## src/core/brs_pkg.sv

```systemverilog
// constants and types shared by the backup and restore sequencer
package brs_pkg;
   // ********************************************************
   // clock and timing
   // ********************************************************
   localparam int unsigned CLK_HZ          = 20_000_000;
   localparam int unsigned CYC_PER_MS      = CLK_HZ / 1000;
   localparam int unsigned REFUSE_MS       = 15000;
   localparam int unsigned RESTORE_HOLD_MS = 5000;
   localparam int unsigned DEBOUNCE_MS     = 10;
   localparam int unsigned DIGIT_MS        = 1000;
   localparam int unsigned BLINK_MS        = 250;
   localparam int unsigned REFUSE_CYC      = REFUSE_MS * CYC_PER_MS;
   localparam int unsigned RESTORE_CYC     = RESTORE_HOLD_MS * CYC_PER_MS;
   localparam int unsigned DEBOUNCE_CYC    = DEBOUNCE_MS * CYC_PER_MS;
   localparam int unsigned DIGIT_CYC       = DIGIT_MS * CYC_PER_MS;
   localparam int unsigned BLINK_CYC       = BLINK_MS * CYC_PER_MS;
   localparam logic [1:0]  SETTLE_CYC      = 2'h3;
   localparam int unsigned CNT_W           = 32;

   // ********************************************************
   // register map (byte addresses)
   // ********************************************************
   localparam int unsigned ADDR_W     = 8;
   localparam logic [7:0]  OFS_CMD    = 8'h00;
   localparam logic [7:0]  OFS_PW     = 8'h04;
   localparam logic [7:0]  OFS_NEWPW  = 8'h08;
   localparam logic [7:0]  OFS_PWLEN  = 8'h0c;
   localparam logic [7:0]  OFS_STATUS = 8'h10;
   localparam logic [7:0]  OFS_VERIF  = 8'h14;
   localparam int unsigned CMD_LSB    = 0;
   localparam int unsigned ID_LSB     = 8;
   localparam int unsigned ID_W       = 8;
   localparam logic [7:0]  PW_MIN_LEN = 8'h08;
   localparam int unsigned VERIF_W    = 16;
   localparam logic [15:0] VERIF_RST  = 16'h0000;
   localparam int unsigned IN_W       = 8;
   localparam int unsigned OUT_W      = 5;
   localparam logic [4:0]  OUT_UNVER  = 5'h1e;
   localparam logic [7:0]  IN_UNVER   = 8'h01;

   // ********************************************************
   // software commands and sequencer states
   // ********************************************************
   typedef enum logic [3:0] {
      CMD_NONE    = 4'h0,
      CMD_CONNECT = 4'h1,
      CMD_DISCON  = 4'h2,
      CMD_SET_PW  = 4'h3,
      CMD_CHG_PW  = 4'h4,
      CMD_CLR_PW  = 4'h5,
      CMD_FW_REFR = 4'h6,
      CMD_BACKUP  = 4'h7,
      CMD_FW_BKUP = 4'h8,
      CMD_RESTORE = 4'h9
   } brs_cmd_t;

   typedef enum logic [2:0] {
      ST_INIT, ST_RUN, ST_IDLE, ST_BACKUP, ST_NOBACK, ST_RESTORE
   } brs_state_t;
endpackage

```

## src/core/brs_sequencer.sv

```systemverilog
// backup, restore and session access sequencer with avalon register slave
`timescale 1ns/1ns

// Notes on behaviour
// - module at power-up: halt, fault, accept commands
// - fault indicators: power, red fault, lock green
// - verified cycles digits, else fixed pattern
// - backup only from verified configuration
// - held button starts backup, status flashes
// - unverified request: steady status after 15 s
// - both buttons held 5 s start restore
// - restore runs on after button release
// - restore done: stop flashing, cycle digits
// - stored password mismatch blocks restore
// - firmware plus project only from software
// - operations only with module in slot 1
// - password set: new session must supply it
// - password settable in program or run
// - changed password demanded from later sessions
// - cleared password admits sessions freely
// - firmware refresh erases project and password
// - one session holds exclusive access; firmware refresh is taken from any session id and ends the owning session
module brs_sequencer
   import brs_pkg::*;
#(
   parameter int unsigned REFUSE_T   = REFUSE_CYC,
   parameter int unsigned RESTORE_T  = RESTORE_CYC,
   parameter int unsigned DEBOUNCE_T = DEBOUNCE_CYC,
   parameter int unsigned DIGIT_T    = DIGIT_CYC,
   parameter int unsigned BLINK_T    = BLINK_CYC
) (
   input  wire logic              ref_clk,
   input  wire logic              rst_n,
   input  wire logic [ADDR_W-1:0] avs_address,
   input  wire logic              avs_read,
   input  wire logic              avs_write,
   input  wire logic [31:0]       avs_writedata,
   output logic      [31:0]       avs_readdata,
   output logic                   avs_waitrequest,
   input  wire logic              backup_button,
   input  wire logic              restore_select_button,
   input  wire logic              slot1_present,
   input  wire logic              mod_pw_match,
   input  wire logic              mod_done,
   input  wire logic              cfg_verified,
   output logic                   mod_backup_req,
   output logic                   mod_restore_req,
   output logic                   mod_fw_incl,
   output logic                   mod_status_led,
   output logic                   power_indicator,
   output logic                   run_indicator,
   output logic                   fault_indicator,
   output logic                   lock_indicator,
   output logic                   link_activity_indicator,
   output logic      [IN_W-1:0]   in_indicator,
   output logic      [OUT_W-1:0]  out_indicator,
   output logic                   app_run,
   output logic                   project_erase
);
   // ********************************************************
   // pin synchronisers and button debounce
   // ********************************************************
   localparam int unsigned NPIN = 5;
   logic [NPIN-1:0]  pin_raw;
   logic [NPIN-1:0]  meta_reg;
   logic [NPIN-1:0]  sync_reg;
   logic [1:0]       deb_reg;
   logic [CNT_W-1:0] deb_cnt_reg [2];

   assign pin_raw = {mod_done, mod_pw_match, slot1_present,
                     restore_select_button, backup_button};

   // first stage feeds only the second stage
   always_ff @(posedge ref_clk) begin
      if (!rst_n) begin
         meta_reg <= '0;
         sync_reg <= '0;
      end else begin
         meta_reg <= pin_raw;
         sync_reg <= meta_reg;
      end
   end

   // a button level is taken once stable for the debounce time
   for (genvar b = 0; b < 2; b++) begin : g_deb
      always_ff @(posedge ref_clk) begin
         if (!rst_n) begin
            deb_cnt_reg[b] <= '0;
            deb_reg[b]     <= 1'b0;
         end else if (sync_reg[b] == deb_reg[b]) begin
            deb_cnt_reg[b] <= '0;
         end else if (deb_cnt_reg[b] >= CNT_W'(DEBOUNCE_T - 1)) begin
            deb_cnt_reg[b] <= '0;
            deb_reg[b]     <= sync_reg[b];
         end else begin
            deb_cnt_reg[b] <= deb_cnt_reg[b] + 1'b1;
         end
      end
   end

   wire bkp_btn  = deb_reg[0];
   wire rsel_btn = deb_reg[1];
   wire slot_ok  = sync_reg[2];
   wire pw_match = sync_reg[3];
   wire op_done  = sync_reg[4];

   // ********************************************************
   // avalon slave: one wait cycle, then the answer
   // ********************************************************
   logic              ack_reg;
   logic [31:0]       rdata_reg;
   logic [31:0]       pw_reg;
   logic [31:0]       newpw_reg;
   logic [7:0]        pwlen_reg;
   logic [VERIF_W-1:0] verif_reg;
   logic [31:0]       status_w;
   logic [31:0]       rd_mux;

   wire req     = avs_read | avs_write;
   wire wr_fire = avs_write & ack_reg;
   wire cmd_wr  = wr_fire & (avs_address == OFS_CMD);
   wire [3:0] cmd_code = avs_writedata[CMD_LSB +: 4];
   wire [ID_W-1:0] cmd_id = avs_writedata[ID_LSB +: ID_W];

   assign avs_waitrequest = req & ~ack_reg;
   assign avs_readdata    = rdata_reg;

   // unmapped reads answer zero, unmapped writes are dropped
   always_comb begin
      rd_mux = '0;
      unique case (avs_address)
         OFS_PWLEN:  rd_mux = {24'h000000, pwlen_reg};
         OFS_STATUS: rd_mux = status_w;
         OFS_VERIF:  rd_mux = {16'h0000, verif_reg};
         default:    rd_mux = '0;
      endcase
   end

   always_ff @(posedge ref_clk) begin
      if (!rst_n) begin
         ack_reg   <= 1'b0;
         rdata_reg <= '0;
      end else begin
         ack_reg <= req & ~ack_reg;
         if (avs_read & ~ack_reg)
            rdata_reg <= rd_mux;
      end
   end

   // password words are write only; they never read back
   always_ff @(posedge ref_clk) begin
      if (!rst_n) begin
         pw_reg    <= '0;
         newpw_reg <= '0;
         pwlen_reg <= '0;
         verif_reg <= VERIF_RST;
      end else if (wr_fire) begin
         if (avs_address == OFS_PW)    pw_reg    <= avs_writedata;
         if (avs_address == OFS_NEWPW) newpw_reg <= avs_writedata;
         if (avs_address == OFS_PWLEN) pwlen_reg <= avs_writedata[7:0];
         if (avs_address == OFS_VERIF) verif_reg <= avs_writedata[VERIF_W-1:0];
      end
   end

   // ********************************************************
   // session access and password store
   // ********************************************************
   logic            pw_set_reg;
   logic [31:0]     pw_store_reg;
   logic            owner_reg;
   logic [ID_W-1:0] owner_id_reg;
   logic            project_reg;
   logic            err_reg;

   wire is_owner = owner_reg & (owner_id_reg == cmd_id);
   wire pw_ok    = pw_reg == pw_store_reg;
   wire len_ok   = pwlen_reg >= PW_MIN_LEN;
   wire con_ok   = ~owner_reg & (~pw_set_reg | pw_ok);
   wire set_ok   = is_owner & ~pw_set_reg & len_ok;
   wire chg_ok   = is_owner & pw_set_reg & pw_ok & len_ok;
   wire clr_ok   = is_owner & pw_set_reg & pw_ok;
   wire refresh  = cmd_wr & (cmd_code == CMD_FW_REFR);

   always_ff @(posedge ref_clk) begin
      if (!rst_n) begin
         pw_set_reg   <= 1'b0;
         pw_store_reg <= '0;
         owner_reg    <= 1'b0;
         owner_id_reg <= '0;
      end else if (refresh) begin
         pw_set_reg   <= 1'b0;
         pw_store_reg <= '0;
         owner_reg    <= 1'b0;
      end else if (cmd_wr) begin
         if (cmd_code == CMD_CONNECT && con_ok) begin
            owner_reg    <= 1'b1;
            owner_id_reg <= cmd_id;
         end
         if (cmd_code == CMD_DISCON && is_owner)
            owner_reg <= 1'b0;
         if (cmd_code == CMD_SET_PW && set_ok) begin
            pw_set_reg   <= 1'b1;
            pw_store_reg <= pw_reg;
         end
         if (cmd_code == CMD_CHG_PW && chg_ok)
            pw_store_reg <= newpw_reg;
         if (cmd_code == CMD_CLR_PW && clr_ok)
            pw_set_reg <= 1'b0;
      end
   end

   // ********************************************************
   // backup and restore sequencer
   // ********************************************************
   brs_state_t       state_reg;
   brs_state_t       state_next;
   logic [CNT_W-1:0] hold_cnt_reg;
   logic [1:0]       settle_reg;
   logic             fw_reg;
   logic             shown_reg;
   logic             noback_on_reg;

   // software operations need an owning session and the module
   wire sw_ok   = cmd_wr & is_owner & slot_ok;
   wire sw_bkp  = sw_ok & (cmd_code == CMD_BACKUP || cmd_code == CMD_FW_BKUP);
   wire sw_rst  = sw_ok & (cmd_code == CMD_RESTORE);
   wire both    = bkp_btn & rsel_btn;
   wire hold_ok = hold_cnt_reg >= CNT_W'(RESTORE_T - 1);
   wire btn_bkp = bkp_btn & ~rsel_btn & slot_ok;
   wire rst_go  = ((both & hold_ok) | sw_rst) & pw_match;
   wire bkp_req = btn_bkp | sw_bkp;

   always_comb begin
      state_next = state_reg;
      unique case (state_reg)
         ST_INIT:
            if (settle_reg == SETTLE_CYC)
               state_next = slot_ok ? ST_IDLE : ST_RUN;
         ST_RUN:
            state_next = ST_RUN;
         ST_IDLE:
            if (rst_go & slot_ok)
               state_next = ST_RESTORE;
            else if (bkp_req & cfg_verified)
               state_next = ST_BACKUP;
            else if (btn_bkp)
               state_next = ST_NOBACK;
         ST_BACKUP, ST_RESTORE:
            if (op_done)
               state_next = ST_IDLE;
         ST_NOBACK:
            if (!bkp_btn)
               state_next = ST_IDLE;
      endcase
   end

   always_ff @(posedge ref_clk) begin
      if (!rst_n) begin
         state_reg  <= ST_INIT;
         settle_reg <= '0;
      end else begin
         state_reg <= state_next;
         if (settle_reg != SETTLE_CYC)
            settle_reg <= settle_reg + 1'b1;
      end
   end

   // one counter times both the restore hold and the refusal wait
   always_ff @(posedge ref_clk) begin
      if (!rst_n) begin
         hold_cnt_reg  <= '0;
         noback_on_reg <= 1'b0;
      end else if (state_reg == ST_NOBACK) begin
         if (hold_cnt_reg >= CNT_W'(REFUSE_T - 1))
            noback_on_reg <= 1'b1;
         else
            hold_cnt_reg <= hold_cnt_reg + 1'b1;
      end else if (state_reg == ST_IDLE && both && !hold_ok) begin
         hold_cnt_reg <= hold_cnt_reg + 1'b1;
      end else if (!both || state_reg != ST_IDLE) begin
         hold_cnt_reg  <= '0;
         noback_on_reg <= 1'b0;
      end
   end

   // project, firmware selector and restored-digit flag
   always_ff @(posedge ref_clk) begin
      if (!rst_n) begin
         project_reg <= 1'b1;
         fw_reg      <= 1'b0;
         shown_reg   <= 1'b0;
         err_reg     <= 1'b0;
      end else begin
         if (refresh)
            project_reg <= 1'b0;
         else if (state_reg == ST_RESTORE && op_done)
            project_reg <= 1'b1;
         if (state_reg == ST_IDLE)
            fw_reg <= (state_next == ST_BACKUP) & sw_bkp & (cmd_code == CMD_FW_BKUP);
         if (state_reg == ST_RESTORE && op_done)
            shown_reg <= 1'b1;
         if (cmd_wr)
            err_reg <= (sw_rst | (both & hold_ok)) & ~pw_match;
         else if (state_reg == ST_IDLE && both && hold_ok)
            err_reg <= ~pw_match;                            // a good restore clears it
      end
   end

   // ********************************************************
   // indicators
   // ********************************************************
   logic [CNT_W-1:0] blink_cnt_reg;
   logic             blink_reg;
   logic [CNT_W-1:0] digit_cnt_reg;
   logic [1:0]       digit_reg;
   logic [IN_W-1:0]  in_reg;
   logic [OUT_W-1:0] out_reg;
   logic [7:0]       lamp_reg;
   logic [7:0]       lamp_next;

   wire fault_st = state_reg != ST_RUN && state_reg != ST_INIT;
   wire busy_st  = state_reg == ST_BACKUP || state_reg == ST_RESTORE;
   wire cycle_on = cfg_verified | shown_reg;
   wire [3:0] digit_val = verif_reg[4*digit_reg +: 4];

   // free-running blink and digit timers keep the rate steady
   always_ff @(posedge ref_clk) begin
      if (!rst_n) begin
         blink_cnt_reg <= '0;
         blink_reg     <= 1'b0;
         digit_cnt_reg <= '0;
         digit_reg     <= '0;
      end else begin
         blink_cnt_reg <= blink_cnt_reg + 1'b1;
         if (blink_cnt_reg >= CNT_W'(BLINK_T - 1)) begin
            blink_cnt_reg <= '0;
            blink_reg     <= ~blink_reg;
         end
         digit_cnt_reg <= digit_cnt_reg + 1'b1;
         if (digit_cnt_reg >= CNT_W'(DIGIT_T - 1)) begin
            digit_cnt_reg <= '0;
            digit_reg     <= digit_reg + 1'b1;
         end
      end
   end

   // lamp order: power, run, fault, lock, link, status, backup, restore
   always_comb begin
      lamp_next = {1'b1, 1'b0, 1'b1, 1'b1, 1'b0,
                   (busy_st & blink_reg) | noback_on_reg,
                   state_reg == ST_BACKUP, state_reg == ST_RESTORE};
      if (!fault_st)
         lamp_next = {1'b1, state_reg == ST_RUN && project_reg, 1'b0,
                      pw_set_reg, owner_reg, 3'h0};
   end

   always_ff @(posedge ref_clk) begin
      if (!rst_n) begin
         lamp_reg <= '0;
         in_reg   <= '0;
         out_reg  <= '0;
      end else begin
         lamp_reg <= lamp_next;
         in_reg   <= '0;
         out_reg  <= '0;
         if (fault_st && cycle_on) begin
            in_reg  <= IN_W'(1) << digit_reg;
            out_reg <= {1'b0, digit_val};
         end else if (fault_st) begin
            in_reg  <= IN_UNVER;
            out_reg <= OUT_UNVER;
         end
      end
   end

   assign power_indicator         = lamp_reg[7];
   assign run_indicator           = lamp_reg[6];
   assign fault_indicator         = lamp_reg[5];
   assign lock_indicator          = lamp_reg[4];
   assign link_activity_indicator = lamp_reg[3];
   assign mod_status_led          = lamp_reg[2];
   assign mod_backup_req          = lamp_reg[1];
   assign mod_restore_req         = lamp_reg[0];
   assign mod_fw_incl             = fw_reg & mod_backup_req; // only while backup runs
   assign in_indicator            = in_reg;
   assign out_indicator           = out_reg;
   assign app_run                 = run_indicator;
   assign project_erase           = ~project_reg;

   // status word: state, password, owner, error, project, digits shown, owner id
   assign status_w = {16'h0000, owner_id_reg, shown_reg, project_reg,
                      err_reg, owner_reg, pw_set_reg, 3'(state_reg)};
endmodule

```

## config.mk

```make
export PLATFORM = sky130hd
export DESIGN_NAME = brs_sequencer
export DESIGN_NICKNAME = d
export VERILOG_FILES = /design/src/core/brs_pkg.sv /design/src/core/brs_sequencer.sv
export SDC_FILE = /design/constraint.sdc
export NUM_CORES = 1
export LEC_CHECK = 0
export BUFFER_PORTS_ARGS = -buffer_cell sky130_fd_sc_hd__buf_2
export CAP_MARGIN = 10
export CORE_UTILIZATION = 45
export CTS_CLUSTER_DIAMETER = 150
export DETAILED_ROUTE_END_ITERATION = 8
export GPL_TIMING_DRIVEN = 1
export PLACE_DENSITY = 0.63
export SLEW_MARGIN = 0
export SYNTH_ARGS = -nofsm -noshare
export SYNTH_HDL_FRONTEND = slang
export SYNTH_SLANG_ARGS = --single-unit
```

## constraint.sdc

```tcl
create_clock -name ref_clk -period 3.04 [get_ports ref_clk]
set_input_delay 0.304 -clock ref_clk [delete_from_list [all_inputs] [get_ports ref_clk]]
set_output_delay 0.304 -clock ref_clk [all_outputs]
set_load 0.01 [all_outputs]
```

After elaboration in Yosys (flattened, before gate mapping)
Memories as Yosys holds them, arrays and structs flattened.
Index checks and enable logic that the tools add are counted.
{ "word_totals": {"mem_count": 1, "output_inout_bits": 57, "romBits": 0, "inputBits": 50, "mem_bits_rw": 64, "latch_bits": 0, "register_bits": 305, "word_cells": 238} }
{ "memory_table": {"columns": ["name", "depth", "width", "rd", "rd_clocked_by_memory_dff", "write_ports", "line", "source"], "rows": [
  ["deb_cnt_reg", 2, 32, 2, 0, 2, "brs_sequencer.sv:68", "logic [CNT_W-1:0] deb_cnt_reg [2];"]
]} }
{ "classes": {"bitwise_logic": 51, "muxes": 61, "add_sub_neg": 7, "n_eq_ne": 31, "mul": 0, "div_mod_pow": 0, "reduce_logical": 46, "order_cmp": 7, "n_shift": 2} }
{ "op_table": {"columns": ["cell", "count"], "rows": [
  ["2-to-1 mux 32 bit", 12],
  ["adder 32 x 1 -> 32 bit, second input constant", 5],
  [">= comparator 32 x 18 -> 1 bit, second input constant", 2],
  ["one-hot mux 16 bit (3 select lines)", 1],
  ["2-to-1 mux 1 bit", 36],
  ["== test 32 bit", 1],
  [">= comparator 32 x 23 -> 1 bit, second input constant", 1],
  [">= comparator 32 x 25 -> 1 bit, second input constant", 1],
  [">= comparator 32 x 27 -> 1 bit, second input constant", 1],
  [">= comparator 32 x 29 -> 1 bit, second input constant", 1],
  ["AND 1 bit", 28],
  ["AND reduction 2 bit", 11],
  ["2-to-1 mux 3 bit", 6],
  ["== test 4 x 3 -> 1 bit, second input constant", 4],
  ["== test 8 x 4 -> 1 bit, second input constant", 2],
  ["== test 8 x 5 -> 1 bit, second input constant", 2],
  ["variable part select 16 x 5 -> 4 bit", 1],
  ["one-hot mux 3 bit (5 select lines)", 1],
  ["logical AND 1 bit", 12],
  ["bitwise OR 1 bit", 12],
  ["nonzero test 2 bit", 6],
  ["OR reduction 2 bit", 6],
  ["NOT 1 bit", 11],
  ["== test 3 x 2 -> 1 bit, second input constant", 3],
  ["other kinds (27)", 39]
]} }

Longest topological paths before layout
Gate-level depths: netlist of run 1.
{ "depth": {"word_depth": 13, "mapped_depth": 10, "ltp_nobuf": 8} }

Worst setup path before layout of run 1
No wires, ideal clock.
{ "synth_path": {"kind": "register to register", "from": "memory deb_cnt_reg[0][0]", "to": "memory deb_cnt_reg[0][10], data pin", "slack_ns": 0.537, "setup_time_ns": 0.140, "required_ns": 2.900, "path_buffers": 2, "period_less_slack_ns": 2.503, "arrival_ns": 2.364, "stages_incl_launch_ff": 11, "cell_sequence": "edfxtp_1 -> ha_1 -> and4_1 -> a211o_1 -> a21oi_1 -> o21ai_0 -> a31o_2 -> or3_1 -> clkbuf_1 -> clkbuf_1 -> nor2_1"} }
{ "synth_lines": {"columns": ["element", "line"], "rows": [
  ["start, declared", "brs_sequencer.sv:68"]
]} }

Final worst setup path of run 1
{ "layout_path": {"from": "register hold_cnt_reg[0]", "to": "register hold_cnt_reg[24]"} }
{ "layout_between": {"elab_chain_cells": 5, "elab_cells_between_ends": 11, "classes_between": "add/sub (1); order compare (2); eq/ne (1); mux (3); reduce/logical (4)"} }
{ "layout_lines": {"columns": ["element", "line", "source"], "rows": [
  ["start, declared", "brs_sequencer.sv:217", "logic [CNT_W-1:0] hold_cnt_reg;"],
  ["start signal, assigned", "brs_sequencer.sv:277", "hold_cnt_reg <= hold_cnt_reg + 1'b1;"],
  ["start signal, assigned", "brs_sequencer.sv:279", "hold_cnt_reg <= hold_cnt_reg + 1'b1;"],
  [">= comparator 32 x 27 -> 1 bit", "brs_sequencer.sv:228", "wire hold_ok = hold_cnt_reg >= CNT_W'(RESTORE_T - 1);"],
  ["zero test 1 bit", "brs_sequencer.sv:278", "end else if (state_reg == ST_IDLE && both && !hold_ok) begin"],
  ["logical AND 1 bit", "brs_sequencer.sv:278", null],
  ["nonzero test 3 bit (no source line) or 2-to-1 mux 32 bit (tied branches)", null, null],
  ["AND reduction 2 bit (no source line) or 2-to-1 mux 32 bit (tied branches)", null, null]
]} }
Parallel ways exist; a longest one is shown, timed or not. The select of a mux whose other input is x is not followed.
A chain may end at the register's enable or synchronous reset.

==> reports/qor.csv, run 1 <==
stage,metric,value,unit
worst_setup_path,Worst EP arrival,3.25,ns
worst_setup_path,crit path cell chain,ha_1 > and3_2 > a2111oi_0 > a211o_1 > a211o_4 > nand4_1 > or4_1 > a21oi_1,
floorplanning,# IOs,107,
route,drt first-iter violations,605,
clock_network,CTS H-tree depth,2,
route,Routed Antenna Nets,0,
layout,Layout Nets,1867,
synthesis,post-synth top area cell,dfxtp_1,
run,max-cap viol count,0,
synthesis,most common cell in the synthesized netlist,dfxtp_1,
timing,Worst-Margin Slew,0.941,ns
worst_setup_path,launch point of the worst path,hold_cnt_reg[0],
clock_network,cts bufs inserted,39,
timing,skew final,0.0113,ns
clock_network,CTS tree,yes,
synthesis,Seq cells post-synth,349,
worst_setup_path,Worst R2R Setup Slack,0.25,ns
status,outcome,finished clean,
timing,Tcrit/Tclk final,91.8,%
global_route,vias in the first global route,10800,
floorplanning,Die Y,183,um
worst_setup_path,worst reg2reg startpoint,hold_cnt_reg[0],
timing,setup ws final,0.248,ns
timing,Final Hold Fails,0,
worst_setup_path,CP required,3.50,ns
worst_setup_path,buffer and inverter count on the worst path,0,
route,met3 routed WL,1270,um
pwr,Power Dens Cells,569,nW/um^2
synthesis,post-synth top area share,38.6,%
synthesis,synthesized area,14800,um^2
synthesis,asr flop ratio synth,0,%
timing,Rel. slew slack,36.9,%
clock_network,maximum root-to-sink buffer count,3,
hold_path,Hold WC Path Type,input port to register,
global_route,largest net degree at the start of global routing,81,
floorplanning,initial core utilization,45.6,%
synthesis,ys flop type,dfxtp_1,
layout,growth of design area from synthesis to finish,17.3,%
route,met2 WL,15500,um
clock_network,Worst-Skew Late Latency,0.53,ns
route,Met1 Routed Length,15200,um
timing,Final setup viols,0,
global_route,first-pass GRT wire length,53900,um
pwr,leakage power,6.38,nW
timing,"Min Clock Period, post-route",2.79,ns
synthesis,Yosys warning count,0,
pwr,Peak VDD IR,0.451,mV
hold_path,hold path cells,3,
layout,Antenna diodes,0,
place,Final GP Congestion,0.853,
synthesis,sequential element share of the synthesized area,51.5,%
floorplanning,die width,183,um
worst_setup_path,end point of the critical path,hold_cnt_reg[24],
route,Pre-antenna DRT Iters,5,
place,Placed Area,16000,um^2
worst_setup_path,Worst Setup End Kind,register,
route,via count,11600,
worst_setup_path,"slowest stage delay, CP",0.48,ns
timing,count of pins over their slew limit,0,
layout,sequential cell area,7630,um^2
route,top sig layer,met4,
synthesis,ranking of synthesized cells by area,"dfxtp_1, edfxtp_1, nand2_1",
worst_setup_path,critical path class,register to register,
synthesis,Mapped Avg Cell Area,9.13,um^2
route,drt via density,5.08,
worst_setup_path,startpoint types,register,
worst_setup_path,Crit path depth,8,
pwr,Final Power,9.87,mW
floorplanning,Core Region,32500,um^2
layout,number of flip-flops in the largest register,64,
clock_network,Post-CTS Setup Bufs,0,
global_route,GRT Overall Usage,19.6,%
route,DRC violations left,0,
layout,share of layout cells above drive strength 1,11.4,%
clock_network,Root Driver,clkbuf_16,
synthesis,top post-synthesis cells by count,"dfxtp_1, nand2_1, nor2_1, a21oi_1, xnor2_1",
timing,setup_tns,0,ns
place,hpwl dp,21900,um
place,post-place setup slack,0.277,ns
route,WL final,32600,um
layout,fill cell count,3021,
floorplanning,total die area,33600,um^2
worst_setup_path,worst r2r dst,hold_cnt_reg[24],
layout,footprint of the multi-input gates,7070,um^2
route,Wirelength per Cell,14.3,um
place,I/O Buffers,86,
synthesis,Mapped Cells,1621,
synthesis,Post-synth EDFFs,64,
worst_setup_path,cell family with most CP delay,compound AO/OA/AOI/OAI gates,
layout,fin area,17400,um^2
worst_setup_path,crit path max-delay cell type,or4_1,
synthesis,synth unique cells,84,
worst_setup_path,Worst R2R Path Depth,8,
clock_network,clk sink count,349,
timing,unrepaired setup endpoints after global routing,false,
floorplanning,row cnt,66,
clock_network,Clock transition at path regs,0.06,ns
global_route,initial antenna violation count,0,
worst_setup_path,crit-path max FO,15,
timing,Max Freq,0.358,GHz
global_route,grt ovf,0,
cell usage in the layout, fill, tap and decap left out, drive strengths merged, types with 24 or more instances in the layout:
master and instances:
nor4 24, a21oi 110, nor3 31, mux2i 30, buf 120, conb 128
nor2 224, xnor2 83, nand3 61, nand4 24, clkbuf 62, nand2 230
o21ai 56, dfxtp 285, xor2 47, edfxtp 64
where the power goes:
| group | internal [mW] | switching [mW] | leakage (nW) |
|---|---|---|---|
| sequential | 4.81 | 0.0654 | 2.95 |
| combinational | 0.144 | 0.235 | 2.80 |
| clock | 2.80 | 1.82 | 0.627 |
| total | 7.75 | 2.12 | 6.38 |
cell families after synthesis:
| family | after synthesis | share of synthesized area, % |
|---|---|---|
| AOI/OAI and AO/OA | 270 | 11.4 |
| buffers and inverters | 124 | 3.97 |
| other | 2 | 0.0508 |
| DFF | 349 | 51.5 |
| xor gates and xnor gates | 130 | 7.69 |
| adders and majority gates | 7 | 0.592 |
| and+or+nand+nor | 705 | 22.1 |
| muxes | 34 | 2.64 |
routing by layer:
layer | global-route usage [%] | up-vias
li1 | - | 5867
met1 | 26.1 | 5468
met2 | 32.8 | 210
met3 | 2.92 | 51
met4 | 5.57 | 0
met5 | 0 | -
per-stage QoR:
step	utilization, %	hold WS (ns)	instances
2_1_floorplan	-	0.332	1747
3_3_place_gp	49.4	0.421	2205
3_5_place_dp	49.4	0.417	2205
4_1_cts	53.5	0.00533	2281
5_1_grt	53.5	0.0177	2281
6_report	53.5	0.0235	2281
final cells by class:
type	instances	share of cell area [%]
timing repair buffer	126	4.37
sequential	349	43.9
clock buffer	62	6.95
tap	442	3.19
inverter	20	0.440
clock inverter	8	0.389
multi-input combinational	1274	40.7
tightest hold or removal path: stages:
cell,delay (ns)
buf_2,0.10
nand2_1,0.05
a21oi_1,0.05
how the worst min path moves through the flow:
stage                       from          end
6_report       avs_writedata[19]   pw_reg[19]
5_1_grt        avs_writedata[19]   pw_reg[19]
4_1_cts        avs_writedata[19]   pw_reg[19]
3_5_place_dp         meta_reg[1]  sync_reg[1]
3_3_place_gp         meta_reg[1]  sync_reg[1]
2_1_floorplan              rst_n  lamp_reg[7]
what timing repair did:
item / 4_1_cts / 5_1_grt
resized for setup: 0 / 0
endpoints found under the hold margin: 6 / 0
hold buffers: 6 / 0
No activity file was read; power rests on OpenSTA's default activity.
==> inputs of run 2 (changes only) <==
Clock period 3.04 ns to 3.1 ns, I/O delays scaled along.
==> run 2 against run 1 <==
Design area about the same; first-iteration DRC count increased by 6.0%; critical path type unchanged; worst hold slack gained 0.0052 ns; utilization decreased by 0.050 points; combinational power decreased by 2%; fmax is 0.99% lower; critical endpoint unchanged.
==> reports/qor.csv, run 2 (synthesis gave the netlist of run 1 again) <==
stage,metric,value,unit
status,outcome,finished clean,
timing,skew final,0.0115,ns
worst_setup_path,buffer and inverter count on the worst path,0,
route,Routed Antenna Nets,0,
timing,Final setup viols,0,
route,Wirelength per Cell,14.6,um
timing,unrepaired setup endpoints after global routing,false,
floorplanning,row cnt,66,
layout,number of flip-flops in the largest register,64,
clock_network,Post-CTS Resized,0,
timing,Worst-Margin Slew,0.776,ns
route,via count,11500,
global_route,grt ovf,0,
place,Final GP Congestion,0.819,
layout,growth of design area from synthesis to finish,17.2,%
layout,Layout Nets,1857,
worst_setup_path,crit-path max FO,15,
timing,Max Freq,0.355,GHz
worst_setup_path,crit path cell chain,ha_1 > and3_2 > a2111oi_0 > a211o_1 > a211o_4 > nand4_1 > or4_1 > a21oi_1,
layout,"commonest non-fill, non-tap cell in the layout",dfxtp_1,
worst_setup_path,startpoint types,register,
pwr,Peak VDD IR,0.362,mV
layout,fin area,17300,um^2
timing,Tcrit/Tclk final,91.0,%
floorplanning,die width,183,um
floorplanning,initial core utilization,45.6,%
global_route,initial antenna violation count,0,
timing,count of pins over their slew limit,0,
worst_setup_path,CP required,3.55,ns
worst_setup_path,Worst Setup End Kind,register,
global_route,GRT Overall Usage,19.8,%
clock_network,Worst-Skew Late Latency,0.52,ns
clock_network,CTS H-tree depth,2,
layout,share of layout cells above drive strength 1,11.3,%
timing,Final Hold Fails,0,
route,WL final,33000,um
floorplanning,Core Region,32500,um^2
timing,hold slack,0.0287,ns
timing,setup_tns,0,ns
route,drt first-iter violations,641,
worst_setup_path,critical path class,register to register,
timing,"Min Clock Period, post-route",2.82,ns
place,I/O Buffers,86,
run,max-cap viol count,0,
pwr,Power Dens Cells,567,nW/um^2
place,Placed Area,16000,um^2
clock_network,Root Driver,clkbuf_16,
global_route,largest net degree at the start of global routing,122,
pwr,leakage power,6.37,nW
worst_setup_path,Worst EP arrival,3.27,ns
worst_setup_path,crit path max-delay cell type,or4_1,
layout,"commonest non-fill, non-tap cells in the layout","dfxtp_1, nand2_1, nor2_1",
clock_network,clk sink count,349,
clock_network,CTS tree,yes,
place,hpwl dp,22100,um
floorplanning,# IOs,107,
floorplanning,Die Y,183,um
clock_network,maximum root-to-sink buffer count,3,
clock_network,Clock transition at path regs,0.06,ns
route,Pre-antenna DRT Iters,5,
floorplanning,total die area,33600,um^2
layout,Antenna diodes,0,
global_route,first-pass GRT wire length,54600,um
global_route,vias in the first global route,11100,
clock_network,cts bufs inserted,39,
timing,Rel. slew slack,48.0,%
worst_setup_path,"slowest stage delay, CP",0.49,ns
route,DRC violations left,0,
hold_path,Hold WC Path Type,input port to register,
route,drt via density,5.09,
worst_setup_path,cell family with most CP delay,compound AO/OA/AOI/OAI gates,
-- run 2: layout make-up --
cell class	instances	area, um^2
inverter	20	76.3
tap	442	553
clock inverter	6	83.8
fill	2980	15100
sequential	349	7630
timing repair buffer	116	686
clock buffer	62	1250
multi-input combinational	1274	7070
-- run 2: final timing paths --
path,endpoint,cells past startpoint,slack (ns),startpoint
worst max-delay path,hold_cnt_reg[24],8,0.28,hold_cnt_reg[0]
worst max register to register,hold_cnt_reg[24],8,0.28,hold_cnt_reg[0]
worst min register to register,sync_reg[1],1,0.44,meta_reg[1]
worst min-delay path,meta_reg[1],2,0.03,restore_select_button
-- run 2: report_power, final --
| part | switching (mW) | total (mW) | internal [mW] | leakage, nW |
|---|---|---|---|---|
| combinational | 0.232 | 0.370 | 0.139 | 2.76 |
| clock | 1.77 | 4.68 | 2.91 | 0.658 |
| sequential | 0.0653 | 4.78 | 4.72 | 2.95 |
-- run 2: metrics by stage --
step | util, % | power [mW] | setup WS [ns] | cells
5_1_grt | 53.4 | 10.2 | 0.107 | 2269
2_1_floorplan | - | 5.12 | 0.597 | 1747
3_5_place_dp | 49.3 | 5.24 | 0.321 | 2199
4_1_cts | 53.4 | 9.95 | 0.340 | 2269
3_3_place_gp | 49.3 | 5.23 | 0.393 | 2199
6_report | 53.4 | 9.83 | 0.280 | 2269
-- run 2: per-layer routing --
layer	GRT usage [%]	up-vias	share of wire [%]
met5	0	-	0
met2	34.1	205	48
met4	5.43	0	2.1
li1	-	5843	-
met3	2.72	56	3.7
met1	26.0	5439	46
-- run 2: repair_timing --
| action | CTS | global route |
|---|---|---|
| setup buffers | 0 | 0 |
| endpoints found under the hold margin | 2 | 0 |
| hold buffers | 2 | 0 |
-- run 2: worst register-to-register path: stages, from the launching register on --
cell	delay [ns]
dfxtp_1	0.33
ha_1	0.24
and3_2	0.24
a2111oi_0	0.44
a211o_1	0.27
a211o_4	0.28
nand4_1	0.31
or4_1	0.49
a21oi_1	0.15
